**src/verilog/tcr_pkg.sv**
```systemverilog
// timer2 capture/reload/baud package: register indices, fields, divider counts, bus carriers
// assumes an AXI4-Lite master with 32-bit data and 12-bit byte addresses
package tcr_pkg;
    // ****************************************************************
    // register indices (byte address is four times the index)
    // ****************************************************************
    localparam logic [9:0] TCR_IDX_TIMER_CONTROL = 10'h0c8;
    localparam logic [9:0] TCR_IDX_TIMER_MODE_CONTROL = 10'h0c9;
    localparam logic [9:0] TCR_IDX_CAPTURE_RELOAD_LOW = 10'h0ca;
    localparam logic [9:0] TCR_IDX_CAPTURE_RELOAD_HIGH = 10'h0cb;
    localparam logic [9:0] TCR_IDX_COUNT_LOW = 10'h0cc;
    localparam logic [9:0] TCR_IDX_COUNT_HIGH = 10'h0cd;
    localparam logic [9:0] TCR_IDX_TICK_CONTROL = 10'h0ce;
    // ****************************************************************
    // timer_control fields
    // ****************************************************************
    localparam int TCR_CTL_OVERFLOW_FLAG = 7;
    localparam int TCR_CTL_EXTERNAL_EDGE_FLAG = 6;
    localparam int TCR_CTL_RX_BAUD_SEL = 5;
    localparam int TCR_CTL_TX_BAUD_SEL = 4;
    localparam int TCR_CTL_EDGE_ENABLE = 3;
    localparam int TCR_CTL_RUN_CONTROL = 2;
    localparam int TCR_CTL_COUNT_SOURCE_SELECT = 1;
    localparam int TCR_CTL_CAPTURE_RELOAD_SELECT = 0;
    // ****************************************************************
    // timer_mode_control fields, then the tick control rate select bit
    // ****************************************************************
    localparam int TCR_MOD_EXT_IRQ_AUTOCLEAR_LSB = 4;
    localparam int TCR_MOD_CAPTURE_AUTO_CLEAR = 3;
    localparam int TCR_MOD_CLOCK_OUT_ENABLE = 1;
    localparam int TCR_MOD_DOWN_COUNT_ENABLE = 0;
    localparam int TCR_TICK_RATE_SELECT = 0;
    // ****************************************************************
    // reset values, overflow value, tick dividers and bus response codes
    // ****************************************************************
    localparam logic [7:0] TCR_RST_BYTE = 8'h00;
    localparam logic [15:0] TCR_RST_WORD = 16'h0000;
    localparam logic [15:0] TCR_ALL_ONES = 16'hffff;
    localparam logic [3:0] TCR_DIV_SLOW = 4'hc;
    localparam logic [3:0] TCR_DIV_FAST = 4'h4;
    localparam logic [3:0] TCR_DIV_BAUD = 4'h2;
    localparam logic [1:0] TCR_RESP_OKAY = 2'h0;
    localparam logic [1:0] TCR_RESP_SLVERR = 2'h2;
    // ****************************************************************
    // bus carriers
    // ****************************************************************
    typedef struct packed {
        logic awvalid;
        logic [11:0] awaddr;
        logic wvalid;
        logic [31:0] wdata;
        logic [3:0] wstrb;
        logic bready;
        logic arvalid;
        logic [11:0] araddr;
        logic rready;
    } tcr_axi_req_s;
    typedef struct packed {
        logic awready;
        logic wready;
        logic bvalid;
        logic [1:0] bresp;
        logic arready;
        logic rvalid;
        logic [31:0] rdata;
        logic [1:0] rresp;
    } tcr_axi_rsp_s;
endpackage : tcr_pkg

```
**src/verilog/tcr_timer2.sv**
```systemverilog
// 16-bit timer with capture, auto-reload, up/down count, baud tick and clock out
// assumes one 20 MHz clock mclk; pins are asynchronous; serial mode and timer 1 overflow are synchronous
`timescale 1ns/1ps
`default_nettype none
module tcr_timer2 (
    input wire logic mclk,
    input wire logic arst_n,
    input wire tcr_pkg::tcr_axi_req_s axiReq,
    output tcr_pkg::tcr_axi_rsp_s axiRsp,
    input wire logic triggerPin,
    input wire logic countInPin,
    input wire logic [1:0] serMode,
    input wire logic timer1Ovf,
    input wire logic [3:0] isrEnter,
    output logic rxBaudTick,
    output logic txBaudTick,
    output logic timerIrq,
    output logic clockOutO,
    output logic clockOutOe,
    output logic [3:0] extIrqClr
);
    import tcr_pkg::*;

    typedef struct packed {
        tcr_axi_rsp_s rsp;
        logic awPend;
        logic [9:0] awIdx;
        logic wPend;
        logic [7:0] wData;
        logic wLane;
        logic [7:0] ctrl;
        logic [7:0] mode;
        logic [7:0] tickCtl;
        logic [15:0] rcap;
        logic [15:0] cnt;
        logic [2:0] trigSync;
        logic [2:0] cntSync;
        logic [3:0] divCnt;
        logic rxBaud;
        logic txBaud;
        logic irq;
        logic clkOut;
        logic clkOe;
        logic [3:0] extClr;
    } tcr_state_s;

    tcr_state_s s_q;
    tcr_state_s s_d;
    logic [1:0] rstSync_q;
    logic rstSyncN;
    logic baud;
    logic downMode;
    logic tick;
    logic tickInt;
    logic ovf;
    logic edgeHit;
    logic doWr;
    logic setTf;
    logic setExf;
    logic exfTog;
    logic wrHit;
    logic [3:0] divLimit;
    logic [7:0] rdByte;

    // ****************************************************************
    // reset release
    // ****************************************************************
    always_ff @(posedge mclk or negedge arst_n) begin
        if (!arst_n) begin
            rstSync_q <= 2'h0;
        end else begin
            rstSync_q <= {rstSync_q[0], 1'b1};
        end
    end
    assign rstSyncN = rstSync_q[1];

    // ****************************************************************
    // next state
    // ****************************************************************
    always_comb begin
        s_d = s_q;
        ovf = 1'b0;
        setTf = 1'b0;
        setExf = 1'b0;
        exfTog = 1'b0;
        wrHit = 1'b1;
        rdByte = TCR_RST_BYTE;
        // pin synchronisers
        s_d.trigSync = {s_q.trigSync[1:0], triggerPin};
        s_d.cntSync = {s_q.cntSync[1:0], countInPin};
        baud = s_q.ctrl[TCR_CTL_RX_BAUD_SEL] | s_q.ctrl[TCR_CTL_TX_BAUD_SEL];
        // direction control only in plain auto-reload
        downMode = !baud && !s_q.ctrl[TCR_CTL_CAPTURE_RELOAD_SELECT] && s_q.mode[TCR_MOD_DOWN_COUNT_ENABLE];
        // tick divider, two clocks in baud mode
        if (baud) begin
            divLimit = TCR_DIV_BAUD - 4'h1;
        end else if (s_q.tickCtl[TCR_TICK_RATE_SELECT]) begin
            divLimit = TCR_DIV_FAST - 4'h1;
        end else begin
            divLimit = TCR_DIV_SLOW - 4'h1;
        end
        tickInt = s_q.divCnt >= divLimit;
        s_d.divCnt = tickInt ? 4'h0 : s_q.divCnt + 4'h1;
        if (!s_q.ctrl[TCR_CTL_RUN_CONTROL]) begin
            tick = 1'b0;
        end else if (baud || !s_q.ctrl[TCR_CTL_COUNT_SOURCE_SELECT]) begin
            tick = tickInt;
        end else begin
            tick = s_q.cntSync[2] && !s_q.cntSync[1];
        end
        // ************************************************************
        // counter
        // ************************************************************
        if (tick) begin
            if (downMode && !s_q.trigSync[1]) begin
                if (s_q.cnt == s_q.rcap) begin
                    s_d.cnt = TCR_ALL_ONES;
                    ovf = 1'b1;
                    exfTog = 1'b1;
                end else begin
                    s_d.cnt = s_q.cnt - 16'h0001;
                end
            end else if (s_q.cnt == TCR_ALL_ONES) begin
                ovf = 1'b1;
                exfTog = downMode;
                s_d.cnt = (baud || !s_q.ctrl[TCR_CTL_CAPTURE_RELOAD_SELECT]) ? s_q.rcap : TCR_RST_WORD;
            end else begin
                s_d.cnt = s_q.cnt + 16'h0001;
            end
        end
        // overflow flag only outside baud mode
        setTf = ovf && !baud;
        // trigger edge gated by enable and baud mode
        edgeHit = s_q.trigSync[2] && !s_q.trigSync[1] && s_q.ctrl[TCR_CTL_EDGE_ENABLE] && !baud;
        if (edgeHit) begin
            if (s_q.ctrl[TCR_CTL_CAPTURE_RELOAD_SELECT]) begin
                s_d.rcap = s_q.cnt;
                setExf = 1'b1;
                if (s_q.mode[TCR_MOD_CAPTURE_AUTO_CLEAR]) begin
                    s_d.cnt = TCR_RST_WORD;
                end
            end else if (!s_q.mode[TCR_MOD_DOWN_COUNT_ENABLE]) begin
                s_d.cnt = s_q.rcap;
                setExf = 1'b1;
            end
        end
        // ************************************************************
        // bus write
        // ************************************************************
        if (axiReq.awvalid && s_q.rsp.awready) begin
            s_d.awPend = 1'b1;
            s_d.awIdx = axiReq.awaddr[11:2];
        end
        if (axiReq.wvalid && s_q.rsp.wready) begin
            s_d.wPend = 1'b1;
            s_d.wData = axiReq.wdata[7:0];
            s_d.wLane = axiReq.wstrb[0];
        end
        if (s_q.rsp.bvalid && axiReq.bready) begin
            s_d.rsp.bvalid = 1'b0;
        end
        doWr = s_q.awPend && s_q.wPend && !s_q.rsp.bvalid;
        if (doWr) begin
            s_d.awPend = 1'b0;
            s_d.wPend = 1'b0;
            s_d.rsp.bvalid = 1'b1;
            if (s_q.awIdx == TCR_IDX_TIMER_CONTROL) begin
                if (s_q.wLane) s_d.ctrl = s_q.wData;
            end else if (s_q.awIdx == TCR_IDX_TIMER_MODE_CONTROL) begin
                if (s_q.wLane) s_d.mode = s_q.wData & 8'hfb;
            end else if (s_q.awIdx == TCR_IDX_CAPTURE_RELOAD_LOW) begin
                if (s_q.wLane) s_d.rcap[7:0] = s_q.wData;
            end else if (s_q.awIdx == TCR_IDX_CAPTURE_RELOAD_HIGH) begin
                if (s_q.wLane) s_d.rcap[15:8] = s_q.wData;
            end else if (s_q.awIdx == TCR_IDX_COUNT_LOW) begin
                if (s_q.wLane) s_d.cnt[7:0] = s_q.wData;
            end else if (s_q.awIdx == TCR_IDX_COUNT_HIGH) begin
                if (s_q.wLane) s_d.cnt[15:8] = s_q.wData;
            end else if (s_q.awIdx == TCR_IDX_TICK_CONTROL) begin
                if (s_q.wLane) s_d.tickCtl = s_q.wData & 8'h01;
            end else begin
                wrHit = 1'b0;
            end
            s_d.rsp.bresp = wrHit ? TCR_RESP_OKAY : TCR_RESP_SLVERR;
        end
        // hardware set wins over software clear
        s_d.ctrl[TCR_CTL_OVERFLOW_FLAG] = s_d.ctrl[TCR_CTL_OVERFLOW_FLAG] | setTf;
        s_d.ctrl[TCR_CTL_EXTERNAL_EDGE_FLAG] = (s_d.ctrl[TCR_CTL_EXTERNAL_EDGE_FLAG] | setExf) ^ exfTog;
        s_d.rsp.awready = !s_d.awPend && !s_d.rsp.bvalid;
        s_d.rsp.wready = !s_d.wPend && !s_d.rsp.bvalid;
        // ************************************************************
        // bus read
        // ************************************************************
        if (s_q.rsp.rvalid && axiReq.rready) begin
            s_d.rsp.rvalid = 1'b0;
        end
        if (axiReq.arvalid && s_q.rsp.arready) begin
            s_d.rsp.rvalid = 1'b1;
            s_d.rsp.rresp = TCR_RESP_OKAY;
            if (axiReq.araddr[11:2] == TCR_IDX_TIMER_CONTROL) begin
                rdByte = s_q.ctrl;
            end else if (axiReq.araddr[11:2] == TCR_IDX_TIMER_MODE_CONTROL) begin
                rdByte = s_q.mode;
            end else if (axiReq.araddr[11:2] == TCR_IDX_CAPTURE_RELOAD_LOW) begin
                rdByte = s_q.rcap[7:0];
            end else if (axiReq.araddr[11:2] == TCR_IDX_CAPTURE_RELOAD_HIGH) begin
                rdByte = s_q.rcap[15:8];
            end else if (axiReq.araddr[11:2] == TCR_IDX_COUNT_LOW) begin
                rdByte = s_q.cnt[7:0];
            end else if (axiReq.araddr[11:2] == TCR_IDX_COUNT_HIGH) begin
                rdByte = s_q.cnt[15:8];
            end else if (axiReq.araddr[11:2] == TCR_IDX_TICK_CONTROL) begin
                rdByte = s_q.tickCtl;
            end else begin
                s_d.rsp.rresp = TCR_RESP_SLVERR;
            end
            s_d.rsp.rdata = {24'h000000, rdByte};
        end
        s_d.rsp.arready = !s_d.rsp.rvalid;
        // ************************************************************
        // side outputs
        // ************************************************************
        // receive baud source in modes 1 and 3
        s_d.rxBaud = serMode[0] && (s_q.ctrl[TCR_CTL_RX_BAUD_SEL] ? ovf : timer1Ovf);
        // transmit baud source in modes 1 and 3
        s_d.txBaud = serMode[0] && (s_q.ctrl[TCR_CTL_TX_BAUD_SEL] ? ovf : timer1Ovf);
        s_d.irq = s_d.ctrl[TCR_CTL_OVERFLOW_FLAG] | s_d.ctrl[TCR_CTL_EXTERNAL_EDGE_FLAG];
        // clock out toggles on overflow when enabled
        if (s_q.mode[TCR_MOD_CLOCK_OUT_ENABLE] && ovf) begin
            s_d.clkOut = !s_q.clkOut;
        end
        s_d.clkOe = s_d.mode[TCR_MOD_CLOCK_OUT_ENABLE];
        s_d.extClr = s_q.mode[7:TCR_MOD_EXT_IRQ_AUTOCLEAR_LSB] & isrEnter;
    end

    always_ff @(posedge mclk or negedge rstSyncN) begin
        if (!rstSyncN) begin
            s_q <= '0;
        end else begin
            s_q <= s_d;
        end
    end

    assign axiRsp = s_q.rsp;
    assign rxBaudTick = s_q.rxBaud;
    assign txBaudTick = s_q.txBaud;
    assign timerIrq = s_q.irq;
    assign clockOutO = s_q.clkOut;
    assign clockOutOe = s_q.clkOe;
    assign extIrqClr = s_q.extClr;

    // ****************************************************************
    // checks
    // ****************************************************************
    a_overflow_flag: assert property (@(posedge mclk) disable iff (!rstSyncN)
        (ovf && !baud) |=> s_q.ctrl[TCR_CTL_OVERFLOW_FLAG]) else $error("overflow flag not set");
    a_flag_baud_block: assert property (@(posedge mclk) disable iff (!rstSyncN)
        (baud && !doWr && !s_q.ctrl[TCR_CTL_OVERFLOW_FLAG]) |=> !s_q.ctrl[TCR_CTL_OVERFLOW_FLAG])
        else $error("overflow flag set in baud mode");
    a_baud_reload: assert property (@(posedge mclk) disable iff (!rstSyncN)
        (ovf && baud && !doWr) |=> s_q.cnt == $past(s_q.rcap)) else $error("baud reload missed");
    a_run_hold: assert property (@(posedge mclk) disable iff (!rstSyncN)
        (!s_q.ctrl[TCR_CTL_RUN_CONTROL] && !doWr && !edgeHit) |=> $stable(s_q.cnt))
        else $error("count moved while stopped");
    a_baud_rate: assert property (@(posedge mclk) disable iff (!rstSyncN)
        (baud && tick && $stable(s_q.ctrl)) |=> !tick) else $error("baud tick too fast");
    a_capture_copy: assert property (@(posedge mclk) disable iff (!rstSyncN)
        (edgeHit && s_q.ctrl[TCR_CTL_CAPTURE_RELOAD_SELECT] && !doWr) |=> s_q.rcap == $past(s_q.cnt))
        else $error("capture missed");
    a_capture_clear: assert property (@(posedge mclk) disable iff (!rstSyncN)
        (edgeHit && s_q.ctrl[TCR_CTL_CAPTURE_RELOAD_SELECT] && s_q.mode[TCR_MOD_CAPTURE_AUTO_CLEAR] && !doWr)
        |=> s_q.cnt == TCR_RST_WORD) else $error("auto clear missed");
    a_edge_reload: assert property (@(posedge mclk) disable iff (!rstSyncN)
        (edgeHit && !s_q.ctrl[TCR_CTL_CAPTURE_RELOAD_SELECT] && !s_q.mode[TCR_MOD_DOWN_COUNT_ENABLE] && !doWr)
        |=> (s_q.cnt == $past(s_q.rcap)) && s_q.ctrl[TCR_CTL_EXTERNAL_EDGE_FLAG]) else $error("edge reload missed");
    a_rx_source: assert property (@(posedge mclk) disable iff (!rstSyncN)
        (serMode[0] && !s_q.ctrl[TCR_CTL_RX_BAUD_SEL]) |=> rxBaudTick == $past(timer1Ovf))
        else $error("receive baud source wrong");
    a_clock_out_hold: assert property (@(posedge mclk) disable iff (!rstSyncN)
        !s_q.mode[TCR_MOD_CLOCK_OUT_ENABLE] |=> $stable(clockOutO)) else $error("clock out moved");
    a_autoclear_pulse: assert property (@(posedge mclk) disable iff (!rstSyncN)
        (isrEnter[0] && s_q.mode[TCR_MOD_EXT_IRQ_AUTOCLEAR_LSB]) |=> extIrqClr[0]) else $error("irq clear missed");
endmodule : tcr_timer2
`default_nettype wire
```
**config.mk**
```make
export PLATFORM = sky130hd
export DESIGN_NAME = tcr_timer2
export DESIGN_NICKNAME = d
export VERILOG_FILES = /design/src/verilog/tcr_pkg.sv /design/src/verilog/tcr_timer2.sv
export SDC_FILE = /design/constraint.sdc
export NUM_CORES = 1
export LEC_CHECK = 0
export BUFFER_PORTS_ARGS = -buffer_cell sky130_fd_sc_hd__buf_4
export CORE_ASPECT_RATIO = 1.4
export CORE_UTILIZATION = 35
export CTS_BUF_LIST = sky130_fd_sc_hd__clkbuf_4 sky130_fd_sc_hd__clkbuf_8 sky130_fd_sc_hd__clkbuf_16
export CTS_CLUSTER_SIZE = 25
export DETAILED_ROUTE_END_ITERATION = 10
export PLACE_DENSITY = 0.62
export SLEW_MARGIN = 0
export SYNTH_ARGS = -nofsm -noshare
export SYNTH_HDL_FRONTEND = slang
export SYNTH_SLANG_ARGS = --single-unit
export TNS_END_PERCENT = 5
```
**constraint.sdc**
```tcl
create_clock -name mclk -period 3.3 [get_ports mclk]
set_input_delay 0.33 -clock mclk [delete_from_list [all_inputs] [get_ports mclk]]
set_output_delay 0.33 -clock mclk [all_outputs]
set_load 0.01 [all_outputs]
```
==> impl_table.tex, run 1 <==
\begin{tabular}{lr}
\hline
Metric & Value \\
\hline
\multicolumn{2}{l}{\textbf{Placement}} \\
Number of port buffers & 67 \\
Placed wire-length estimate & 13,100 um \\
Routability congestion estimate from global placement & 0.931 \\
Standard cell area after detailed placement & 0.00689 mm\^{}2 \\
Post-placement worst setup slack & 407 ps \\
Count of placed standard cells including taps & 959 \\
\multicolumn{2}{l}{\textbf{Route}} \\
Post-route DRC violation count & 0 \\
Count of antenna-violating nets left after detailed routing & 0 \\
Iteration-0 DRC count of the detailed router & 267 \\
Final Routed Wirelength & 17,500 um \\
Routed wire length per instance & 17.9 um \\
Detailed-routing iteration count for the pre-antenna-repair pass & 5 \\
Vias & 5,239 \\
Detail-routed via count per cell & 5.37 \\
\multicolumn{2}{l}{\textbf{Yosys}} \\
Portion of the post-synthesis area used by sequential elements & 41.1\% \\
Mean post-synth cell area & 9.09 um\^{}2 \\
Post-synth EDFFs & 0 \\
Flip-flop and latch count after synthesis & 104 \\
Fraction of registers with async set/reset & 100\% \\
Number of distinct standard cells referenced by the synthesized netlist & 60 \\
Synthesized instance count & 697 \\
Cell area after synthesis & 0.00634 mm\^{}2 \\
Flip-flop cell with the highest count after synthesis & sky130\_fd\_sc\_hd\_\_dfrtp\_1 \\
Yosys warnings & 0 \\
\multicolumn{2}{l}{\textbf{Worst hold path}} \\
Kind of path behind the tightest hold check & input pin to flop \\
\multicolumn{2}{l}{\textbf{Critical path}} \\
Crit Reg-Reg Startpoint & s\_q[51] \\
Termination of the worst setup path & s\_q[25] \\
Cell count of the worst reg-to-reg path & 7 \\
Worst EP arrival & 3220 ps \\
Sort of element at the start of the critical path & flop \\
Type of the worst setup path & flop to flop \\
Data required time of the worst path & 3570 ps \\
Worst reg-to-reg setup slack & 350 ps \\
Critical Path End Type & flop \\
CP startpoint & s\_q[51] \\
Crit Path Max Fanout & 12 \\
Worst R2R End & s\_q[25] \\
\multicolumn{2}{l}{\textbf{Floorplan}} \\
Total Die Area & 0.0187 mm\^{}2 \\
Ports & 126 \\
Width of the die & 116 um \\
Die height & 161 um \\
Core area & 0.0175 mm\^{}2 \\
Site row count & 57 \\
Initial Utilization & 36.1\% \\
\multicolumn{2}{l}{\textbf{GRT}} \\
Global-route usage over all layers & 19.8\% \\
Initial antenna violation count & 0 \\
Global-route wire length before repair & 28,400 um \\
Total overflow reported by the global router & 0 \\
Pin count of the biggest net entering global routing & 54 \\
Number of global-route vias before repair & 5,251 \\
\multicolumn{2}{l}{\textbf{STA}} \\
Post-route clock period utilization & 89.4\% \\
Max\_slew headroom & 6.29\% \\
Slack of the critical path & 349 ps \\
Final hold violations & 0 \\
Worst Tran Pin Value & 1410 ps \\
Post-layout min period & 2950 ps \\
Setup repair after global routing missed its margin & no \\
Final setup TNS & 0 ps \\
Number of max-slew violations in the final report & 0 \\
Skew final & 8.52 ps \\
Top achievable clock speed & 339 MHz \\
Final setup fails & 0 \\
\multicolumn{2}{l}{\textbf{Cells and area}} \\
Final non-filler cell total & 975 \\
Area growth, synth to finish & 13.2\% \\
Post-layout nets & 815 \\
Most common library cell in the layout ignoring fill and taps & sky130\_fd\_sc\_hd\_\_dfrtp\_1 \\
Layout Utilization & 40.9\% \\
Fraction of final layout cells sized beyond drive strength 1 & 19.8\% \\
Number of fill cells in the layout & 1,771 \\
Number of antenna repair diodes & 0 \\
Final Cell Area & 0.00718 mm\^{}2 \\
Highest-count cells in the layout ignoring fill and taps & sky130\_fd\_sc\_hd\_\_dfrtp\_1 (103), sky130\_fd\_sc\_hd\_\_buf\_4 (88), sky130\_fd\_sc\_hd\_\_nand2\_1 (76), sky130\_fd\_sc\_hd\_\_nor2\_1 (54), sky130\_fd\_sc\_hd\_\_a21oi\_1 (45) \\
\multicolumn{2}{l}{\textbf{CTS}} \\
Clk Tree Root Cell & sky130\_fd\_sc\_hd\_\_clkbuf\_16 \\
Htree depth & 3 \\
Clock transition time at the flip-flop clock pins of the worst setup and hold paths & 70 ps \\
Post-CTS setup buffer count & 0 \\
Clock sink count & 104 \\
Source-to-sink clock delay at the later pin of the worst-skew pair & 350 ps \\
Number of buffers inserted during clock tree synthesis & 9 \\
Clock tree from TritonCTS & yes \\
Maximum clock path buffer count & 2 \\
\multicolumn{2}{l}{\textbf{Power and ir drop}} \\
Static power due to leakage & 3.09 nW \\
P per Cell Area & 603 mW/mm\^{}2 \\
Maximum VDD drop & 357 uV \\
\multicolumn{2}{l}{\textbf{Run status}} \\
Run status & completed \\
\multicolumn{2}{l}{\textbf{Run}} \\
Max cap viols & 0 \\
\hline
\end{tabular}
-- critical path, stage by stage, from the launching register on --
cell	delay (ps)
sky130_fd_sc_hd__dfrtp_1	430
sky130_fd_sc_hd__or3_1	340
sky130_fd_sc_hd__ha_1	290
sky130_fd_sc_hd__o31ai_1	80
sky130_fd_sc_hd__o211ai_1	170
sky130_fd_sc_hd__a21oi_1	1130
sky130_fd_sc_hd__a221oi_1	240
sky130_fd_sc_hd__o2bb2ai_1	200
-- flip-flops by register name, summed over array words and instances, names as in the netlist --
signal and cells:
clockOutO 1, rstSync_q 2, txBaudTick 1, s_d 4
extIrqClr 4, timerIrq 1, axiRsp 15, s_q 75
rxBaudTick 1
-- final cells by class --
type	count	area (um^2)	share of cell area (%)
clock buffers	9	225	3.14
clock inverters	6	53.8	0.750
repair buffers	89	671	9.34
multi-input cells	519	3280	45.7
inverters	12	45.0	0.628
flip-flops and latches	104	2610	36.3
well taps	236	295	4.11
-- metrics by stage --
| step | total power [mW] | hold WS [ps] |
|---|---|---|
| after global placement | 3.29 | 114 |
| after floorplan | 2.86 | 34.4 |
| after detailed placement | 3.31 | 113 |
| final | 4.33 | 89.6 |
| after global routing | 4.58 | 83.4 |
| after CTS | 4.35 | 82.1 |
-- report_power, final --
group | switching (mW) | internal, mW | leakage, nW | total [mW]
Combinational | 0.633 | 0.610 | 1.73 | 1.24
Clock | 0.510 | 0.520 | 0.128 | 1.03
Sequential | 0.518 | 1.54 | 1.24 | 2.06
-- worst min path at each step --
stage / from / to / slack (ps) / cells after the start
after floorplan: arst_n / rstSync_q[0] / 30 / 0
after global placement: arst_n / rstSync_q[0] / 110 / 1
after detailed placement: arst_n / rstSync_q[0] / 110 / 1
after CTS: triggerPin / s_d[17] / 80 / 1
after global routing: countInPin / s_d[14] / 80 / 1
final: countInPin / s_d[14] / 90 / 1
-- synth_stat cells, types with 6 or more instances --
master                      instances  area share, %
sky130_fd_sc_hd__a211oi_1           7           0.83
sky130_fd_sc_hd__a21oi_1           45            3.6
sky130_fd_sc_hd__a221oi_1           8            1.1
sky130_fd_sc_hd__a22oi_1            6           0.71
sky130_fd_sc_hd__a31oi_1           10           0.99
sky130_fd_sc_hd__and2_1             9           0.89
sky130_fd_sc_hd__and3_1             7           0.69
sky130_fd_sc_hd__buf_2              6           0.47
sky130_fd_sc_hd__buf_4             45            5.3
sky130_fd_sc_hd__clkbuf_1          32            1.9
sky130_fd_sc_hd__dfrtp_1          104             41
sky130_fd_sc_hd__inv_1             12           0.71
sky130_fd_sc_hd__mux2_2            31            5.5
sky130_fd_sc_hd__mux2i_1           23            3.6
sky130_fd_sc_hd__nand2_1           76            4.5
sky130_fd_sc_hd__nand3_1           22            1.7
sky130_fd_sc_hd__nand4_1            9           0.89
sky130_fd_sc_hd__nor2_1            54            3.2
sky130_fd_sc_hd__nor2b_1            7           0.69
sky130_fd_sc_hd__nor3_1            12           0.95
sky130_fd_sc_hd__nor4_1             8           0.79
sky130_fd_sc_hd__o21ai_0           32            2.5
sky130_fd_sc_hd__o22ai_1            9           0.89
sky130_fd_sc_hd__o2bb2ai_1          7           0.97
sky130_fd_sc_hd__or3_1              6           0.59
sky130_fd_sc_hd__xnor2_1           17            2.3
sky130_fd_sc_hd__xor2_1            27            3.7
-- routing by layer --
layer  share of wire, %  routed length, um  global-route usage, %  vias to the layer above
met4                5.5                964                   10.7                        0
met2                 52               9020                   35.1                      193
met3                4.5                789                   2.14                       54
met5                  0                  0                      0                        -
li1                   -                  -                      -                     2479
met1                 38               6710                   23.2                     2513
-- logic make-up (layout without fill, tap and decap cells) --
kind of cell,Yosys count,count (layout),synth area share [%]
AND/OR/NAND/NOR,235,235,18.4
AO/OA/AOI/OAI,155,155,15.7
flip-flops,104,104,41.1
buffers and inverters,99,116,8.65
multiplexers,54,54,9.14
XOR/XNOR,44,44,6.08
adder cells (fa/ha/maj),4,4,0.790
other,2,27,0.119
-- what timing repair did --
item	in CTS	in global routing
hold buffers	1	0
hold endpoints to repair	2	0
gates resized for setup	0	0
No activity file was read; power rests on OpenSTA's default activity.
==> inputs of run 2 (changes only) <==
REMOVE_ABC_BUFFERS = 1   (was default)
SKIP_LAST_GASP = 1   (was default)
==> run 2 against run 1 <==
Net effect:
- highest routed layer unchanged
- first-iteration DRC count grew 24%
- utilization increased by 0.16 points
- largest cell class unchanged
- maximum frequency up 8.9%
- final area is 0.38% higher
- largest power group unchanged
==> impl_table.tex, run 2 (synthesis results as in run 1) <==
\begin{tabular}{lr}
\hline
Metric & Value \\
\hline
\multicolumn{2}{l}{\textbf{CTS}} \\
Clock transition time at the flip-flop clock pins of the worst setup and hold paths & 70 ps (about the same) \\
Count of cells resized by post-cts repair & 0 (unchanged) \\
Clock sink count & 104 (unchanged) \\
Post-cts hold buffer count & 1 (unchanged) \\
Clk Tree Root Cell & sky130\_fd\_sc\_hd\_\_clkbuf\_16 \\
Number of buffers inserted during clock tree synthesis & 9 (unchanged) \\
Clock tree from TritonCTS & yes \\
Post-CTS setup buffer count & 0 (unchanged) \\
Maximum clock path buffer count & 2 (unchanged) \\
Source-to-sink clock delay at the later pin of the worst-skew pair & 350 ps (about the same) \\
Htree depth & 3 (unchanged) \\
\multicolumn{2}{l}{\textbf{Route}} \\
Detail-routed via count per cell & 5.38 (+0.17\%) \\
Final Routed Wirelength & 17,500 um (+0.13\%) \\
Vias & 5,248 (+0.17\%) \\
Routed wire length per instance & 18.0 um (+0.13\%) \\
Detailed-routing iteration count for the pre-antenna-repair pass & 5 (unchanged) \\
Count of antenna-violating nets left after detailed routing & 0 (unchanged) \\
Post-route DRC violation count & 0 (unchanged) \\
Iteration-0 DRC count of the detailed router & 330 (+24\%) \\
\multicolumn{2}{l}{\textbf{Critical path}} \\
Worst EP arrival & 2940 ps (-280 ps) \\
Slowest cell on the critical path & sky130\_fd\_sc\_hd\_\_dfrtp\_1 \\
Crit Path Max Fanout & 10 (-2) \\
Max incr delay on CP & 510 ps (-620 ps) \\
Critical Path End Type & flop \\
Type of the worst setup path & flop to flop \\
Cells traversed along the worst timing path & or3\_1 -> ha\_1 -> o31ai\_1 -> o211ai\_1 -> nand3\_1 -> o22ai\_1 -> nand3\_1 -> xor2\_1 \\
Cell occurring most often along the worst timing path & sky130\_fd\_sc\_hd\_\_nand3\_1 \\
Data required time of the worst path & 3530 ps (-40 ps) \\
Sort of element at the start of the critical path & flop \\
\multicolumn{2}{l}{\textbf{GRT}} \\
Global-route wire length before repair & 28,100 um (-1.2\%) \\
Total overflow reported by the global router & 0 (unchanged) \\
GR met1 Demand/Resource & 22.7\% (-0.46 points) \\
Gr busiest metal & met2 \\
Initial antenna violation count & 0 (unchanged) \\
Pin count of the biggest net entering global routing & 80 (+48\%) \\
Met2 Resource Use GR & 34.9\% (-0.19 points) \\
Global-route usage over all layers & 19.8\% (-0.075 points) \\
Grt met3 use & 2.81\% (+0.68 points) \\
Number of global-route vias before repair & 5,208 (-0.82\%) \\
\multicolumn{2}{l}{\textbf{Run}} \\
Max cap viols & 0 (unchanged) \\
\multicolumn{2}{l}{\textbf{Power and ir drop}} \\
Static power due to leakage & 3.11 nW (+0.57\%) \\
P per Cell Area & 606 mW/mm\^{}2 (+0.44\%) \\
Maximum VDD drop & 399 uV (+12\%) \\
\multicolumn{2}{l}{\textbf{Cells and area}} \\
Highest-count cells in the layout ignoring fill and taps & sky130\_fd\_sc\_hd\_\_dfrtp\_1 (103), sky130\_fd\_sc\_hd\_\_buf\_4 (86), sky130\_fd\_sc\_hd\_\_nand2\_1 (76), sky130\_fd\_sc\_hd\_\_nor2\_1 (54), sky130\_fd\_sc\_hd\_\_a21oi\_1 (45) \\
Final non-filler cell total & 975 (unchanged) \\
Area growth, synth to finish & 13.7\% \\
Fraction of final layout cells sized beyond drive strength 1 & 19.8\% (unchanged) \\
Largest reg by FF count & s\_q \\
Post-layout nets & 814 (-0.12\%) \\
Most common library cell in the layout ignoring fill and taps & sky130\_fd\_sc\_hd\_\_dfrtp\_1 \\
Number of fill cells in the layout & 1,815 (+2.5\%) \\
Number of antenna repair diodes & 0 (unchanged) \\
Number of flip-flops in the largest register & 75 (unchanged) \\
\multicolumn{2}{l}{\textbf{Floorplan}} \\
Die height & 161 um (unchanged) \\
Initial Utilization & 36.1\% (unchanged) \\
Width of the die & 116 um (unchanged) \\
Ports & 126 (unchanged) \\
Core area & 0.0175 mm\^{}2 (unchanged) \\
Site row count & 57 (unchanged) \\
Total Die Area & 0.0187 mm\^{}2 (unchanged) \\
\multicolumn{2}{l}{\textbf{STA}} \\
Worst Tran Pin Value & 1010 ps (-394 ps) \\
Max\_slew headroom & 32.5\% (+26 points) \\
Post-layout min period & 2710 ps (-241 ps) \\
Final hold violations & 0 (unchanged) \\
Final setup TNS & 0 ps (unchanged) \\
Post-route clock period utilization & 82.1\% (-7.3 points) \\
Final setup fails & 0 (unchanged) \\
Slack of the critical path & 590 ps (+241 ps) \\
Skew final & 6.57 ps (-1.95 ps) \\
Setup repair after global routing missed its margin & no \\
Top achievable clock speed & 369 MHz (+8.9\%) \\
Number of max-slew violations in the final report & 0 (unchanged) \\
\multicolumn{2}{l}{\textbf{Placement}} \\
Post-placement worst setup slack & 652 ps (+245 ps) \\
Count of placed standard cells including taps & 958 (-0.10\%) \\
Number of port buffers & 67 (unchanged) \\
Placed wire-length estimate & 13,000 um (-0.41\%) \\
Routability congestion estimate from global placement & 0.970 (+4.2\%) \\
\multicolumn{2}{l}{\textbf{Worst hold path}} \\
Kind of path behind the tightest hold check & input pin to flop \\
\multicolumn{2}{l}{\textbf{Run status}} \\
Run status & completed \\
\hline
\end{tabular}
==> run 2: power breakdown <==
group / internal (mW) / switching (mW) / leakage [nW] / total (mW)
combinational: 0.603 / 0.627 / 1.72 / 1.23
clock: 0.552 / 0.524 / 0.148 / 1.08
sequential: 1.54 / 0.521 / 1.24 / 2.06
==> run 2: metrics by stage <==
stage                     area (um^2)  power (mW)  utilization, %  hold WS, ps
after floorplan                  5930        2.73               -         34.4
after global placement           6890        3.28            39.3          112
after detailed placement         6890        3.31            39.3          113
after CTS                        7200        4.38            41.1         74.9
after global routing             7200        4.61            41.1         71.7
final                            7200        4.37            41.1         83.5
==> run 2: worst paths after layout <==
path / endpoint / slack [ps] / startpoint / depth (start not counted)
max: s_q[73] / 590 / s_q[72] / 8
min: s_d[14] / 80 / countInPin / 1
max reg2reg: s_q[73] / 590 / s_q[72] / 8
min reg2reg: rstSync_q[1] / 350 / rstSync_q[0] / 0
max in group asynchronous: s_q[91] / 1970 / rstSync_q[1] / 1
min in group asynchronous: rstSync_q[1] / 290 / arst_n / 2
==> run 2: area by class of cell <==
type | instances | area (um^2) | share of cell area, %
multi-input cells | 519 | 3280 | 45.5
flip-flops and latches | 104 | 2610 | 36.2
repair buffers | 88 | 676 | 9.38
well taps | 236 | 295 | 4.10
clock buffers | 10 | 239 | 3.32
clock inverters | 6 | 62.6 | 0.868
inverters | 12 | 45.0 | 0.625
==> run 2: per-layer routing <==
| metal | vias up | share of wire, % |
|---|---|---|
| li1 | 2485 | - |
| met1 | 2524 | 38 |
| met2 | 185 | 52 |
| met3 | 54 | 4.1 |
| met4 | 0 | 5.0 |
| met5 | - | 0 |
==> run 2: critical path, delay by kind of cell, from the launching register on <==
family,cells,cell delay (ps)
adder cells (fa/ha/maj),1,280
XOR/XNOR,1,160
flip-flops,1,510
AO/OA/AOI/OAI,3,960
AND/OR/NAND/NOR,3,680
